$ cat src/inc/refsel_defines.svh
// Register offsets, field positions, reset values and counts of the reference selector
`ifndef REFSEL_DEFINES_SVH
`define REFSEL_DEFINES_SVH

`define RS_NUM_REFS        4
`define RS_PRIO_W          3
`define RS_PHASE_W         16

`define RS_OFF_CTRL        6'h00
`define RS_OFF_PRIO        6'h04
`define RS_OFF_VALTIME     6'h08
`define RS_OFF_MONEN       6'h0c
`define RS_OFF_SLEW        6'h10
`define RS_OFF_STATUS      6'h14
`define RS_OFF_PHASE       6'h18

`define RS_CTRL_MODE_LSB   0
`define RS_CTRL_PINSEL     2
`define RS_CTRL_HITLESS    3
`define RS_CTRL_CANCEL     4
`define RS_CTRL_SLEW       5
`define RS_CTRL_XOBYP      6
`define RS_CTRL_SOFTRST    7
`define RS_PRIO_MAN_LSB    16
`define RS_SLEW_TIMER_LSB  16

`define RS_CTRL_RST        8'h18
`define RS_PRIO_RST        18'h008d1
`define RS_VALTIME_RST     16'h0010
`define RS_MONEN_RST       16'h7777
`define RS_SLEW_LIM_RST    16'h0004
`define RS_SLEW_TMR_RST    16'h0008

`endif

$ cat src/inc/refsel_pkg.sv
// Types shared by the reference selector modules
package refsel_pkg;

  typedef enum logic [1:0] {
    MODE_AUTO_REVERT,
    MODE_AUTO_NONREVERT,
    MODE_MAN_FALLBACK,
    MODE_MAN_HOLDOVER
  } sel_mode_t;

  typedef enum logic [1:0] {
    LOOP_FREE_RUN,
    LOOP_HOLDOVER,
    LOOP_ACQUIRE,
    LOOP_LOCKED
  } loop_state_t;

endpackage

$ cat src/verilog/dpll_reference_selector.sv
// Reference input selector with hitless switchover control and Wishbone registers
`timescale 1ns/1ps
`default_nettype none
`include "refsel_defines.svh"
module dpll_reference_selector
  import refsel_pkg::*;
#(
  parameter int NREF = `RS_NUM_REFS,
  parameter int PW   = `RS_PHASE_W
)
(
  input  wire logic             clk,            // 125 MHz system clock
  input  wire logic             sys_rst,        // Synchronous reset, active high
  input  wire logic [5:0]       wb_adr_i,       // Wishbone byte address
  input  wire logic [31:0]      wb_dat_i,       // Wishbone write data
  input  wire logic [3:0]       wb_sel_i,       // Wishbone byte enables
  input  wire logic             wb_we_i,        // Wishbone write
  input  wire logic             wb_cyc_i,       // Wishbone cycle
  input  wire logic             wb_stb_i,       // Wishbone strobe
  output logic [31:0]           wb_dat_o,       // Wishbone read data
  output logic                  wb_ack_o,       // Wishbone acknowledge
  input  wire logic [15:0]      mon_flags,      // Monitor flags, 4 per input
  input  wire logic [NREF-1:0]  ref_gap,        // Input is inside a gap
  input  wire logic [NREF*PW-1:0] ref_phase,    // Measured phase per input
  input  wire logic [NREF-1:0]  ref_freq_lock,  // Input frequency-locked to current
  input  wire logic [1:0]       sel_pins,       // Manual choice from pins
  input  wire logic             history_valid,  // Tuning word history valid
  input  wire logic             loop_lock,      // Loop lock detector
  input  wire logic             xo_in_range,    // XO frequency detector result
  output logic [1:0]            selected_ref,   // Selected input status pins
  output logic                  xo_frequency_loss_flag, // XO loss status pin
  output loop_state_t           loop_state,     // Loop operating state
  output logic [PW-1:0]         out_phase,      // Phase sent to the loop
  output logic                  loop_soft_reset // One-cycle loop reset pulse
);

  // =====================================================
  // Registers
  sel_mode_t    mode_q;
  logic         pin_select_q;
  logic         hitless_en_q;
  logic         phase_cancel_q;
  logic         phase_slew_enable_q;
  logic         xo_monitor_bypass_q;
  logic [11:0]  prio_q;
  logic [1:0]   manual_reference_choice_q;
  logic [15:0]  valid_time_q;
  logic [15:0]  mon_en_q;
  logic [15:0]  phase_slew_step_limit_q;
  logic [15:0]  phase_slew_step_interval_q;
  logic         wb_req;
  logic         wb_wr;
  logic [31:0]  rd_d;

  assign wb_req = wb_cyc_i & wb_stb_i & ~wb_ack_o;
  assign wb_wr  = wb_req & wb_we_i;

  // Merges a write into a register under its byte enables
  function automatic logic [31:0] merge(input logic [31:0] old, input logic [31:0] nw,
                                        input logic [3:0] be);
    logic [31:0] r;
    r = old;
    for (int b = 0; b < 4; b++)
      if (be[b])
        r[b*8 +: 8] = nw[b*8 +: 8];
    return r;
  endfunction

  logic [31:0] ctrl_w;
  logic [31:0] prio_w;
  logic [31:0] vt_w;
  logic [31:0] me_w;
  logic [31:0] sl_w;
  assign ctrl_w = merge({24'h0, 1'b0, xo_monitor_bypass_q, phase_slew_enable_q,
                         phase_cancel_q, hitless_en_q, pin_select_q, mode_q}, wb_dat_i, wb_sel_i);
  assign prio_w = merge({14'h0, manual_reference_choice_q, 4'h0, prio_q}, wb_dat_i, wb_sel_i);
  assign vt_w   = merge({16'h0, valid_time_q}, wb_dat_i, wb_sel_i);
  assign me_w   = merge({16'h0, mon_en_q}, wb_dat_i, wb_sel_i);
  assign sl_w   = merge({phase_slew_step_interval_q, phase_slew_step_limit_q}, wb_dat_i, wb_sel_i);

  always_ff @(posedge clk)
  begin
    if (sys_rst)
    begin
      {phase_cancel_q, hitless_en_q, pin_select_q} <= 3'(`RS_CTRL_RST >> `RS_CTRL_PINSEL);
      mode_q                    <= MODE_AUTO_REVERT;
      phase_slew_enable_q       <= 1'b0;
      xo_monitor_bypass_q       <= 1'b0;
    end
    else if (wb_wr && wb_adr_i == `RS_OFF_CTRL)
    begin
      mode_q              <= sel_mode_t'(ctrl_w[`RS_CTRL_MODE_LSB +: 2]);
      pin_select_q        <= ctrl_w[`RS_CTRL_PINSEL];
      hitless_en_q        <= ctrl_w[`RS_CTRL_HITLESS];
      phase_cancel_q      <= ctrl_w[`RS_CTRL_CANCEL];
      phase_slew_enable_q <= ctrl_w[`RS_CTRL_SLEW];
      xo_monitor_bypass_q <= ctrl_w[`RS_CTRL_XOBYP];
    end
  end

  always_ff @(posedge clk)
  begin
    if (sys_rst)
    begin
      manual_reference_choice_q   <= 2'(`RS_PRIO_RST >> `RS_PRIO_MAN_LSB);
      prio_q                      <= 12'(`RS_PRIO_RST);
      valid_time_q                <= `RS_VALTIME_RST;
      mon_en_q                    <= `RS_MONEN_RST;
      phase_slew_step_limit_q     <= `RS_SLEW_LIM_RST;
      phase_slew_step_interval_q  <= `RS_SLEW_TMR_RST;
    end
    else if (wb_wr)
    begin
      if (wb_adr_i == `RS_OFF_PRIO)
      begin
        prio_q                    <= prio_w[11:0];
        manual_reference_choice_q <= prio_w[`RS_PRIO_MAN_LSB +: 2];
      end
      if (wb_adr_i == `RS_OFF_VALTIME)
        valid_time_q <= vt_w[15:0];
      if (wb_adr_i == `RS_OFF_MONEN)
        mon_en_q <= me_w[15:0];
      if (wb_adr_i == `RS_OFF_SLEW)
      begin
        phase_slew_step_limit_q    <= sl_w[15:0];
        phase_slew_step_interval_q <= sl_w[`RS_SLEW_TIMER_LSB +: 16];
      end
    end
  end

  // Soft reset is a self-clearing command bit
  always_ff @(posedge clk)
  begin
    if (sys_rst)
      loop_soft_reset <= 1'b0;
    else
      loop_soft_reset <= wb_wr && wb_adr_i == `RS_OFF_CTRL && wb_sel_i[0] && wb_dat_i[`RS_CTRL_SOFTRST];
  end

  // =====================================================
  // Input validation
  logic [NREF-1:0] ref_valid;

  for (genvar g = 0; g < NREF; g++)
  begin : g_val
    ref_validator #(.TIME_W(16)) u_val
    (
      .clk        (clk),
      .sys_rst    (sys_rst),
      .mon_flags  (mon_flags[g*4 +: 4]),
      .mon_en     (mon_en_q[g*4 +: 4]),
      .valid_time (valid_time_q),
      .valid_q    (ref_valid[g])
    );
  end

  // =====================================================
  // Selection
  // Best valid input: lowest nonzero priority, ties to lowest index
  function automatic logic [2:0] best_ref(input logic [NREF-1:0] vld, input logic [11:0] pr);
    logic [2:0] res;
    logic [2:0] bp;
    res = 3'h0;
    bp  = 3'h0;
    for (int i = NREF - 1; i >= 0; i--)
      if (vld[i] && pr[i*3 +: 3] != 3'h0 && (bp == 3'h0 || pr[i*3 +: 3] <= bp))
      begin
        bp  = pr[i*3 +: 3];
        res = {1'b1, 2'(i)};
      end
    return res;
  endfunction

  logic [2:0]  best;
  logic [1:0]  man_ref;
  logic [1:0]  sel_d;
  logic        cur_ok;
  logic        man_ok;
  logic        xo_ok;
  logic        have_ref;

  assign best    = best_ref(ref_valid, prio_q);
  assign man_ref = pin_select_q ? sel_pins : manual_reference_choice_q;
  assign cur_ok  = ref_valid[selected_ref] && prio_q[selected_ref*3 +: 3] != 3'h0;
  assign man_ok  = ref_valid[man_ref];
  assign xo_ok   = xo_monitor_bypass_q | xo_in_range;

  always_comb
  begin
    sel_d    = selected_ref;
    have_ref = 1'b0;
    unique case (mode_q)
      MODE_AUTO_REVERT:
      begin
        have_ref = best[2];
        if (best[2])
          sel_d = best[1:0];
      end
      MODE_AUTO_NONREVERT:
      begin
        have_ref = cur_ok | best[2];
        if (!cur_ok && best[2])
          sel_d = best[1:0];
      end
      MODE_MAN_FALLBACK:
      begin
        have_ref = man_ok | best[2];
        if (man_ok)
          sel_d = man_ref;
        else if (best[2])
          sel_d = best[1:0];
        else
          sel_d = man_ref;
      end
      MODE_MAN_HOLDOVER:
      begin
        have_ref = man_ok;
        sel_d    = man_ref;
      end
    endcase
  end

  // Registered each cycle from validity, priorities, mode and the current selection
  always_ff @(posedge clk)
  begin
    if (sys_rst)
      selected_ref <= 2'h0;
    else
      selected_ref <= sel_d;
  end

  // =====================================================
  // Loop state
  loop_state_t ls_d;

  always_comb
  begin
    if (!xo_ok || !have_ref)
      ls_d = (xo_ok && history_valid) ? LOOP_HOLDOVER : LOOP_FREE_RUN;
    else if (loop_lock && loop_state != LOOP_FREE_RUN && loop_state != LOOP_HOLDOVER)
      ls_d = LOOP_LOCKED;
    else
      ls_d = LOOP_ACQUIRE;
  end

  always_ff @(posedge clk)
  begin
    if (sys_rst || loop_soft_reset)
      loop_state <= LOOP_FREE_RUN;
    else
      loop_state <= ls_d;
  end

  always_ff @(posedge clk)
  begin
    if (sys_rst)
      xo_frequency_loss_flag <= 1'b0;
    else
      xo_frequency_loss_flag <= ~xo_in_range;
  end

  // =====================================================
  // Phase build-out and slew
  logic signed [PW-1:0] buildout_q;
  logic signed [PW-1:0] tgt_q;
  logic signed [PW-1:0] new_ph;
  logic signed [PW-1:0] old_ph;
  logic [15:0]          tick_cnt_q;
  logic                 tick;
  logic                 switching;
  logic                 entering;
  logic                 slew_active_q;

  assign new_ph    = ref_phase[sel_d*PW +: PW];
  assign old_ph    = ref_phase[selected_ref*PW +: PW];
  assign switching = sel_d != selected_ref && have_ref;
  assign entering  = ls_d == LOOP_ACQUIRE &&
                     (loop_state == LOOP_HOLDOVER || loop_state == LOOP_FREE_RUN);
  assign tick      = tick_cnt_q == 16'h0;

  // Step timer gives one enable every programmed interval plus one cycles
  always_ff @(posedge clk)
  begin
    if (sys_rst || tick)
      tick_cnt_q <= phase_slew_step_interval_q;
    else
      tick_cnt_q <= tick_cnt_q - 16'h1;
  end

  // Moves a value toward a goal by at most lim
  function automatic logic [PW-1:0] step_to(input logic signed [PW-1:0] cur,
                                            input logic signed [PW-1:0] goal,
                                            input logic [15:0] lim);
    logic signed [PW:0] diff;
    diff = {goal[PW-1], goal} - {cur[PW-1], cur};
    if (diff > $signed({1'b0, lim}))
      return cur + PW'(lim);
    if (diff < -$signed({1'b0, lim}))
      return cur - PW'(lim);
    return goal;
  endfunction

  always_ff @(posedge clk)
  begin
    if (sys_rst)
      buildout_q <= '0;
    else if (switching && hitless_en_q && phase_cancel_q && ref_freq_lock[sel_d])
      buildout_q <= buildout_q + (new_ph - old_ph);
    else if (switching && !hitless_en_q)
      buildout_q <= '0;
    else if (phase_slew_enable_q && tick)
      buildout_q <= step_to(buildout_q, '0, phase_slew_step_limit_q);
  end

  // Slew engages on acquisition entry, on unlocked switches and on any switch with phase cancellation set
  always_ff @(posedge clk)
  begin
    if (sys_rst)
      slew_active_q <= 1'b0;
    else if (entering || (switching && !ref_freq_lock[sel_d]) || (switching && phase_cancel_q))
      slew_active_q <= phase_slew_enable_q;
    else if (out_phase == tgt_q || !phase_slew_enable_q)
      slew_active_q <= 1'b0;  // Dropping the enable ends a slew that could never catch a moving target
  end

  // A gap freezes the target so the output stays periodic
  always_ff @(posedge clk)
  begin
    if (sys_rst)
      tgt_q <= '0;
    else if (!ref_gap[sel_d])
      tgt_q <= new_ph - buildout_q;
  end

  always_ff @(posedge clk)
  begin
    if (sys_rst)
      out_phase <= '0;
    else if (!(slew_active_q || phase_slew_enable_q))
      out_phase <= tgt_q;
    else if (tick)
      out_phase <= step_to(out_phase, tgt_q, phase_slew_step_limit_q);
  end

  // =====================================================
  // Read path
  always_comb
  begin
    rd_d = 32'h0;
    unique case (wb_adr_i)
      `RS_OFF_CTRL:    rd_d = {24'h0, 1'b0, xo_monitor_bypass_q, phase_slew_enable_q, phase_cancel_q,
                               hitless_en_q, pin_select_q, mode_q};
      `RS_OFF_PRIO:    rd_d = {14'h0, manual_reference_choice_q, 4'h0, prio_q};
      `RS_OFF_VALTIME: rd_d = {16'h0, valid_time_q};
      `RS_OFF_MONEN:   rd_d = {16'h0, mon_en_q};
      `RS_OFF_SLEW:    rd_d = {phase_slew_step_interval_q, phase_slew_step_limit_q};
      `RS_OFF_STATUS:  rd_d = {21'h0, loop_lock, history_valid, xo_frequency_loss_flag,
                               ref_valid, loop_state, selected_ref};
      `RS_OFF_PHASE:   rd_d = {16'(buildout_q), 16'(out_phase)};
      default:         rd_d = 32'h0;
    endcase
  end

  always_ff @(posedge clk)
  begin
    if (sys_rst)
    begin
      wb_ack_o <= 1'b0;
      wb_dat_o <= 32'h0;
    end
    else
    begin
      wb_ack_o <= wb_req;
      wb_dat_o <= (wb_req && !wb_we_i) ? rd_d : 32'h0;
    end
  end

endmodule
`default_nettype wire

$ cat src/verilog/ref_validator.sv
// Validation timer for one reference input
`timescale 1ns/1ps
`default_nettype none
module ref_validator
#(
  parameter int TIME_W = 16
)
(
  input  wire logic              clk,        // System clock
  input  wire logic              sys_rst,    // Synchronous reset
  input  wire logic [3:0]        mon_flags,  // Raw monitor flags
  input  wire logic [3:0]        mon_en,     // Monitor enables
  input  wire logic [TIME_W-1:0] valid_time, // Clear cycles needed, less one
  output logic                   valid_q     // Qualified for selection
);

  logic [TIME_W-1:0] clear_cnt_q;
  logic              flagged;

  // A disabled detector never disqualifies its input
  assign flagged = |(mon_flags & mon_en);

  // =====================================================
  // Clear-time counter
  always_ff @(posedge clk)
  begin
    if (sys_rst || flagged)
    begin
      clear_cnt_q <= '0;
      valid_q     <= 1'b0;
    end
    else if (clear_cnt_q >= valid_time)
    begin
      valid_q <= 1'b1;
    end
    else
    begin
      clear_cnt_q <= clear_cnt_q + 1'b1;
    end
  end

endmodule
`default_nettype wire

$ cat config.mk
export PLATFORM = sky130hd
export DESIGN_NAME = dpll_reference_selector
export DESIGN_NICKNAME = d
export VERILOG_FILES = /design/src/inc/refsel_pkg.sv /design/src/verilog/dpll_reference_selector.sv /design/src/verilog/ref_validator.sv
export VERILOG_INCLUDE_DIRS = /design/src /design/src/inc
export SDC_FILE = /design/constraint.sdc
export NUM_CORES = 1
export LEC_CHECK = 0
export ABC_AREA = 0
export ABC_CLOCK_PERIOD_IN_PS = 19300
export BUFFER_PORTS_ARGS = -buffer_cell sky130_fd_sc_hd__buf_2
export CAP_MARGIN = 15
export CORE_ASPECT_RATIO = 2
export CORE_UTILIZATION = 66
export CTS_CLUSTER_SIZE = 24
export DETAILED_ROUTE_END_ITERATION = 10
export HOLD_SLACK_MARGIN = 0.06
export PLACE_DENSITY = 0.87
export SYNTH_ARGS = -nofsm -noshare
export SYNTH_HDL_FRONTEND = slang
export SYNTH_SLANG_ARGS = --single-unit
$ cat constraint.sdc
create_clock -name clk -period 19.3 [get_ports clk]
set_input_delay 1.93 -clock clk [delete_from_list [all_inputs] [get_ports clk]]
set_output_delay 1.93 -clock clk [all_outputs]
set_load 0.005 [all_outputs]
# ---- Yosys cells after proc, flatten, opt, wreduce, memory -nomap -nowiden
# Index checks and enable logic that the tools add are counted.
dict set report totals {
  input_bits 140
  regBits 257
}
dict set report classes {
  bitwise 13
  n_reduce_logical 79
  n_lt_le_gt_ge 14
  n_addsub 15
  shift 3
  n_mux 62
  eq_ne 15
  n_mul 1
}
# cell n
set op_table {}
lappend op_table {{16-bit 2-to-1 mux} 14}
lappend op_table {{32-bit case mux with 7 select lines} 1}
lappend op_table {{64-bit by 7-bit variable part select with 16-bit output} 2}
lappend op_table {{16-bit by 1-bit adder with 16-bit output (second input constant)} 4}
lappend op_table {{16-bit greater-or-equal comparator} 4}
lappend op_table {{16-bit subtractor} 4}
lappend op_table {{16-bit adder} 3}
lappend op_table {{17-bit greater-than comparator} 2}
lappend op_table {{17-bit < comparator} 2}
lappend op_table {{3-bit AND reduction} 11}
lappend op_table {{1-bit 2-to-1 mux} 28}
lappend op_table {{1-bit logical AND} 25}
lappend op_table {{3-bit 2-to-1 mux} 7}
lappend op_table {{6-bit by 5-bit == test with 1-bit output (second input constant)} 3}
lappend op_table {{3-bit nonzero test} 6}
lappend op_table {{16-bit negator with 17-bit output} 1}
lappend op_table {{1-bit by 16-bit subtractor with 17-bit output (first input constant)} 1}
lappend op_table {{16-bit by 16-bit subtractor with 17-bit output} 1}
lappend op_table {{4-bit bitwise AND} 4}
lappend op_table {{16-bit == test} 1}
lappend op_table {{16-bit logical NOT} 1}
lappend op_table {{4-bit OR reduction} 4}
lappend op_table {{16-bit by 1-bit subtractor with 16-bit output (second input constant)} 1}
lappend op_table {{1-bit logical OR} 15}
lappend op_table {{other kinds (25)} 57}

# ---- Longest topological paths before layout
dict set report logic_depth {
  word_depth 35
  mapped_depth 44
}

# ---- Modules after synthesis
# A second synthesis with hierarchy kept.
dict set report unflattened {
  cells_unflattened 2696
  hier_area_um2 21456.8
}
# mod instances area_each_um2 seq_area_each_um2 cells_each
set modules_own_cells {}
lappend modules_own_cells {dpll_reference_selector 1 16356.9 3783.6 2068}
lappend modules_own_cells {ref_validator 4 1275.0 340.3 157}

# ---- Worst setup path before layout
# No wires, ideal clock.
dict set report synth_path {
  path_kind {register -> register}
  from {register g_val[3].u_val.valid_q}
  to {register buildout_q[15]}
  setup_ns 0.123
  n_path_buf 3
  stages_incl_launch_ff 41
  arrival_time_ns 8.414
  slack_ns 10.763
  path_cell_list {dfxtp_1 clkbuf_1 nand2_1 ha_1 o21a_1 o32ai_1 o31ai_1 nor2_1 a31oi_1 ha_1 nor2b_1 o21ai_0 a21oi_1 a31o_2 o21ai_0 o31ai_1 ha_1 nor2b_1 (+5 left out) buf_6 clkbuf_1 mux2i_1 o21ai_0 fa_1 ha_1 a21oi_1 o21ai_0 or4_1 a31oi_1 o21bai_1 a21oi_1 a21oi_1 a21o_1 a21oi_1 o21ai_0 xnor3_1 o21ai_1}
}
dict set report synth_between {
  elab_chain_len 23
}
# element line
set synth_rtl {}
lappend synth_rtl {{start: declaration} ref_validator.sv:14} ;# output logic valid_q
lappend synth_rtl {{start signal: assignment} ref_validator.sv:30} ;# valid_q <= 1'b0;
lappend synth_rtl {{start signal: assignment} ref_validator.sv:34} ;# valid_q <= 1'b1;
lappend synth_rtl {{branches (longest 23 deep; another with 3-bit less-or-equal comparator)} n/a}
lappend synth_rtl {{end signal: assignment} dpll_reference_selector.sv:308} ;# buildout_q <= buildout_q + (new_ph - old_ph);
lappend synth_rtl {{end signal: assignment} dpll_reference_selector.sv:312} ;# buildout_q <= step_to(buildout_q, '0, phase_slew_step_limit_q);
lappend synth_rtl {{end: declaration} dpll_reference_selector.sv:264} ;# logic signed [PW-1:0] buildout_q;
# Several ways; the timed one is not identified. The select of a mux whose other input is x is not followed.
# A chain may end at the register's enable or synchronous reset.

# ---- Worst setup path after layout
# Ends and elaborated chain as after synthesis.

==> reports/metrics.yaml <==
status:
  status: "completed"
timing:
  rsz0062_at_grt: "no"
  relSlewSlack: 0.197
  drv_slew: 0
  fin_crit_sh: 0.534
  hold_viol_final: 0
  setup_violations: 0
  max_freq_ghz: 0.0969
  worstMarginPinSlew_ns: 1.20
  holdWs_ns: 0.489
  period_minus_slack_ns: 10.32
  tns_ns: 0
  skew_ns: 0.0189
global_route:
  grtUsageTotal: 0.476
  antenna_found_initial: 1
  grt_pass1_wl_mm: 117
  grt-ovfl-total: 0
  grt_pass1_vias: 21466
  grt_max_degree: 63
cells_and_area:
  area_growth_pct: 9.87
  drive_gt1_frac: 0.123
  post-route-util: 0.739
  fillers: 2522
  final_nets: 3102
detailed_routing:
  vias: 21311
  via_per_inst: 6.82
  drt-total-wl_mm: 77.1
  drt_pass1_iterations: 6
  wl_per_cell_um: 24.7
  drcViolationCount: 0
  dr.first_iter.drc_count: 1811
  drtAntennaViolNets: 0
setup_path:
  worst_setup_path_start_kind: "flop"
  critPathMaxFanout: 34
  slowest_delay_ns: 0.70
  endpoint_kind: "flop"
  worstPathRequired_ns: 19.78
  path_common_cell: "o21ai_0"
  arrival_ns: 10.79
  path_buf_inv: 0
  worstRegToRegCells: 37
  critical_path.top_delay_family: "compound AO/OA/AOI/OAI gates"
  cpMaxStageDelayCell: "o21ai_0"
  path_depth: 37
  crit_type: "reg -> reg"
logic_synthesis:
  synth_largest_area_cell: "dfxtp_1"
  ys.flop_type: "dfxtp_1"
  netlist_area_um2: 20800
  async_flop_share: 0
  syn_nets: 2966
  synthTopCellsByArea: "dfxtp_1 25%, ha_1 15%, nor2_1 5.1%, mux2i_1 5.0%, a21oi_1 4.9%"
  synth_edf_count: 0
  yosysMostFrequentCell: "nor2_1"
  synth_top_cell_area_share: 0.247
  ys_seq_area_frac: 0.247
  yosysUniqueCellTypes: 87
  synth-seq-cells: 257
  syn_inst: 2552
  yosysWarnings: 0
  synthTopCellsByCount: "281 x nor2_1, 257 x dfxtp_1, 253 x ha_1"
  avgSynthCellArea_um2: 8.16
place:
  hpwlAfterDp_mm: 58.6
  gp_congestion: 1.03
  io_buffers: 194
power_and_ir_drop:
  leakagePower_nw: 9.75
  clkPwrFrac: 0.368
  swShare: 0.323
  comb_power_share: 0.228
  internal-power_mw: 0.927
  peakVddDrop_v: 0.0000957
  power_switching_mw: 0.443
  power_frac_seq: 0.403
  powerDensity_nw_per_um2: 59.9
clocking:
  cts_sinks: 257
  cts-root-buf: "clkbuf_16"
  cts_buffers: 25
  clk_pin_slew_ns: 0.07
  cts_buffer_depth: 3
  cts.repair.resized: 0
  htreeDepth: 1
  worst_skew_pair.late_latency_ns: 0.56
  cts_hold_buf: 0
  cts_tree: "yes"
  post-cts-setup-buffers: 0
flow_run:
  max-cap-violations: 0
floorplanning:
  start_util: 0.673
  design.die.area_um2: 32300
  die_w_um: 128
  core-area_um2: 31000
  rows: 91
  io_pins: 195
  die_y_um: 253
worst_hold_path:
  min_path_cells: 1
  holdCritPathClass: "reg -> reg"
[worst register-to-register path, delay by kind of cell, from the launching register on]
family | cells | cell delay (ns)
flops | 1 | 0.66
fa+ha+maj | 5 | 1.82
compound gates | 24 | 5.74
xor+xnor | 1 | 0.36
simple gates | 7 | 1.66
[cells by family after synthesis]
kind of cell             share of synthesized area
buffers and inverters                       0.0483
flip-flops                                   0.247
AO/OA/AOI/OAI                                0.221
adder cells (fa/ha/maj)                      0.172
AND/OR/NAND/NOR                              0.179
XOR/XNOR                                    0.0486
multiplexers                                0.0841
[power groups by stage]
stage          Sequential [mW]  Clock, mW  Combinational (mW)
2_1_floorplan            0.557          0               0.212
3_3_place_gp             0.562          0               0.287
3_5_place_dp             0.562          0               0.298
4_1_cts                  0.550      0.500               0.300
5_1_grt                  0.552      0.524               0.338
6_report                 0.553      0.505               0.313
[flip-flops by register name, summed over array words and instances (netlist names), 2 cells and up]
name	cells
buildout_q	16
g_val.u_val.clear_cnt_q	64
g_val.u_val.valid_q	4
loop_state	2
manual_reference_choice_q	2
mode_q	2
mon_en_q	16
out_phase	16
phase_slew_step_interval_q	16
phase_slew_step_limit_q	16
prio_q	12
selected_ref	2
tgt_q	16
tick_cnt_q	16
valid_time_q	16
wb_dat_o	32
[cells in the final DEF (no fill, tap or decap), drive strengths merged, types with 38 or more instances in the layout]
cell type	instances
a21o	64
a21oi	205
a22oi	38
buf	210
dfxtp	257
ha	253
inv	160
mux2i	105
nand2	211
nand3	55
nor2	281
nor3	60
o21ai	126
xnor2	81
[metal layers]
metal	GRT usage	vias to the layer above	routed length, um
met5	0	-	0
met4	0.527	0	10100
met3	0.122	554	6270
met2	0.813	1180	36900
met1	0.433	10015	23800
li1	-	9562	-
[layout make-up]
class / instances / area [um^2] / area share
Multi-Input combinational cell: 2038 / 14700 / 0.643
Clock inverter: 14 / 135 / 0.00590
Antenna cell: 1 / 2.50 / 0.000109
Timing Repair Buffer: 210 / 1100 / 0.0481
Sequential cell: 257 / 5140 / 0.225
Clock buffer: 31 / 678 / 0.0296
Inverter: 156 / 586 / 0.0256
Tap cell: 418 / 523 / 0.0228
[metrics by stage]
stage	cell area, um^2	setup slack (ns)	power [mW]	cells
global route	22900	8.33	1.41	3125
detailed placement	22100	9.30	0.861	3078
floorplan	20800	10.76	0.768	2552
CTS	22900	9.22	1.35	3123
finish	22900	8.98	1.37	3125
global placement	22100	9.61	0.849	3078
[worst paths after layout]
| path | start | slack [ns] | endpoint |
|---|---|---|---|
| min reg2reg | tick_cnt_q[0] | 0.49 | tick_cnt_q[0] |
| max reg2reg | g_val[3].u_val.valid_q | 8.98 | buildout_q[15] |
| min | tick_cnt_q[0] | 0.49 | tick_cnt_q[0] |
| max | g_val[3].u_val.valid_q | 8.98 | buildout_q[15] |
No activity file was read; power rests on OpenSTA's default activity.
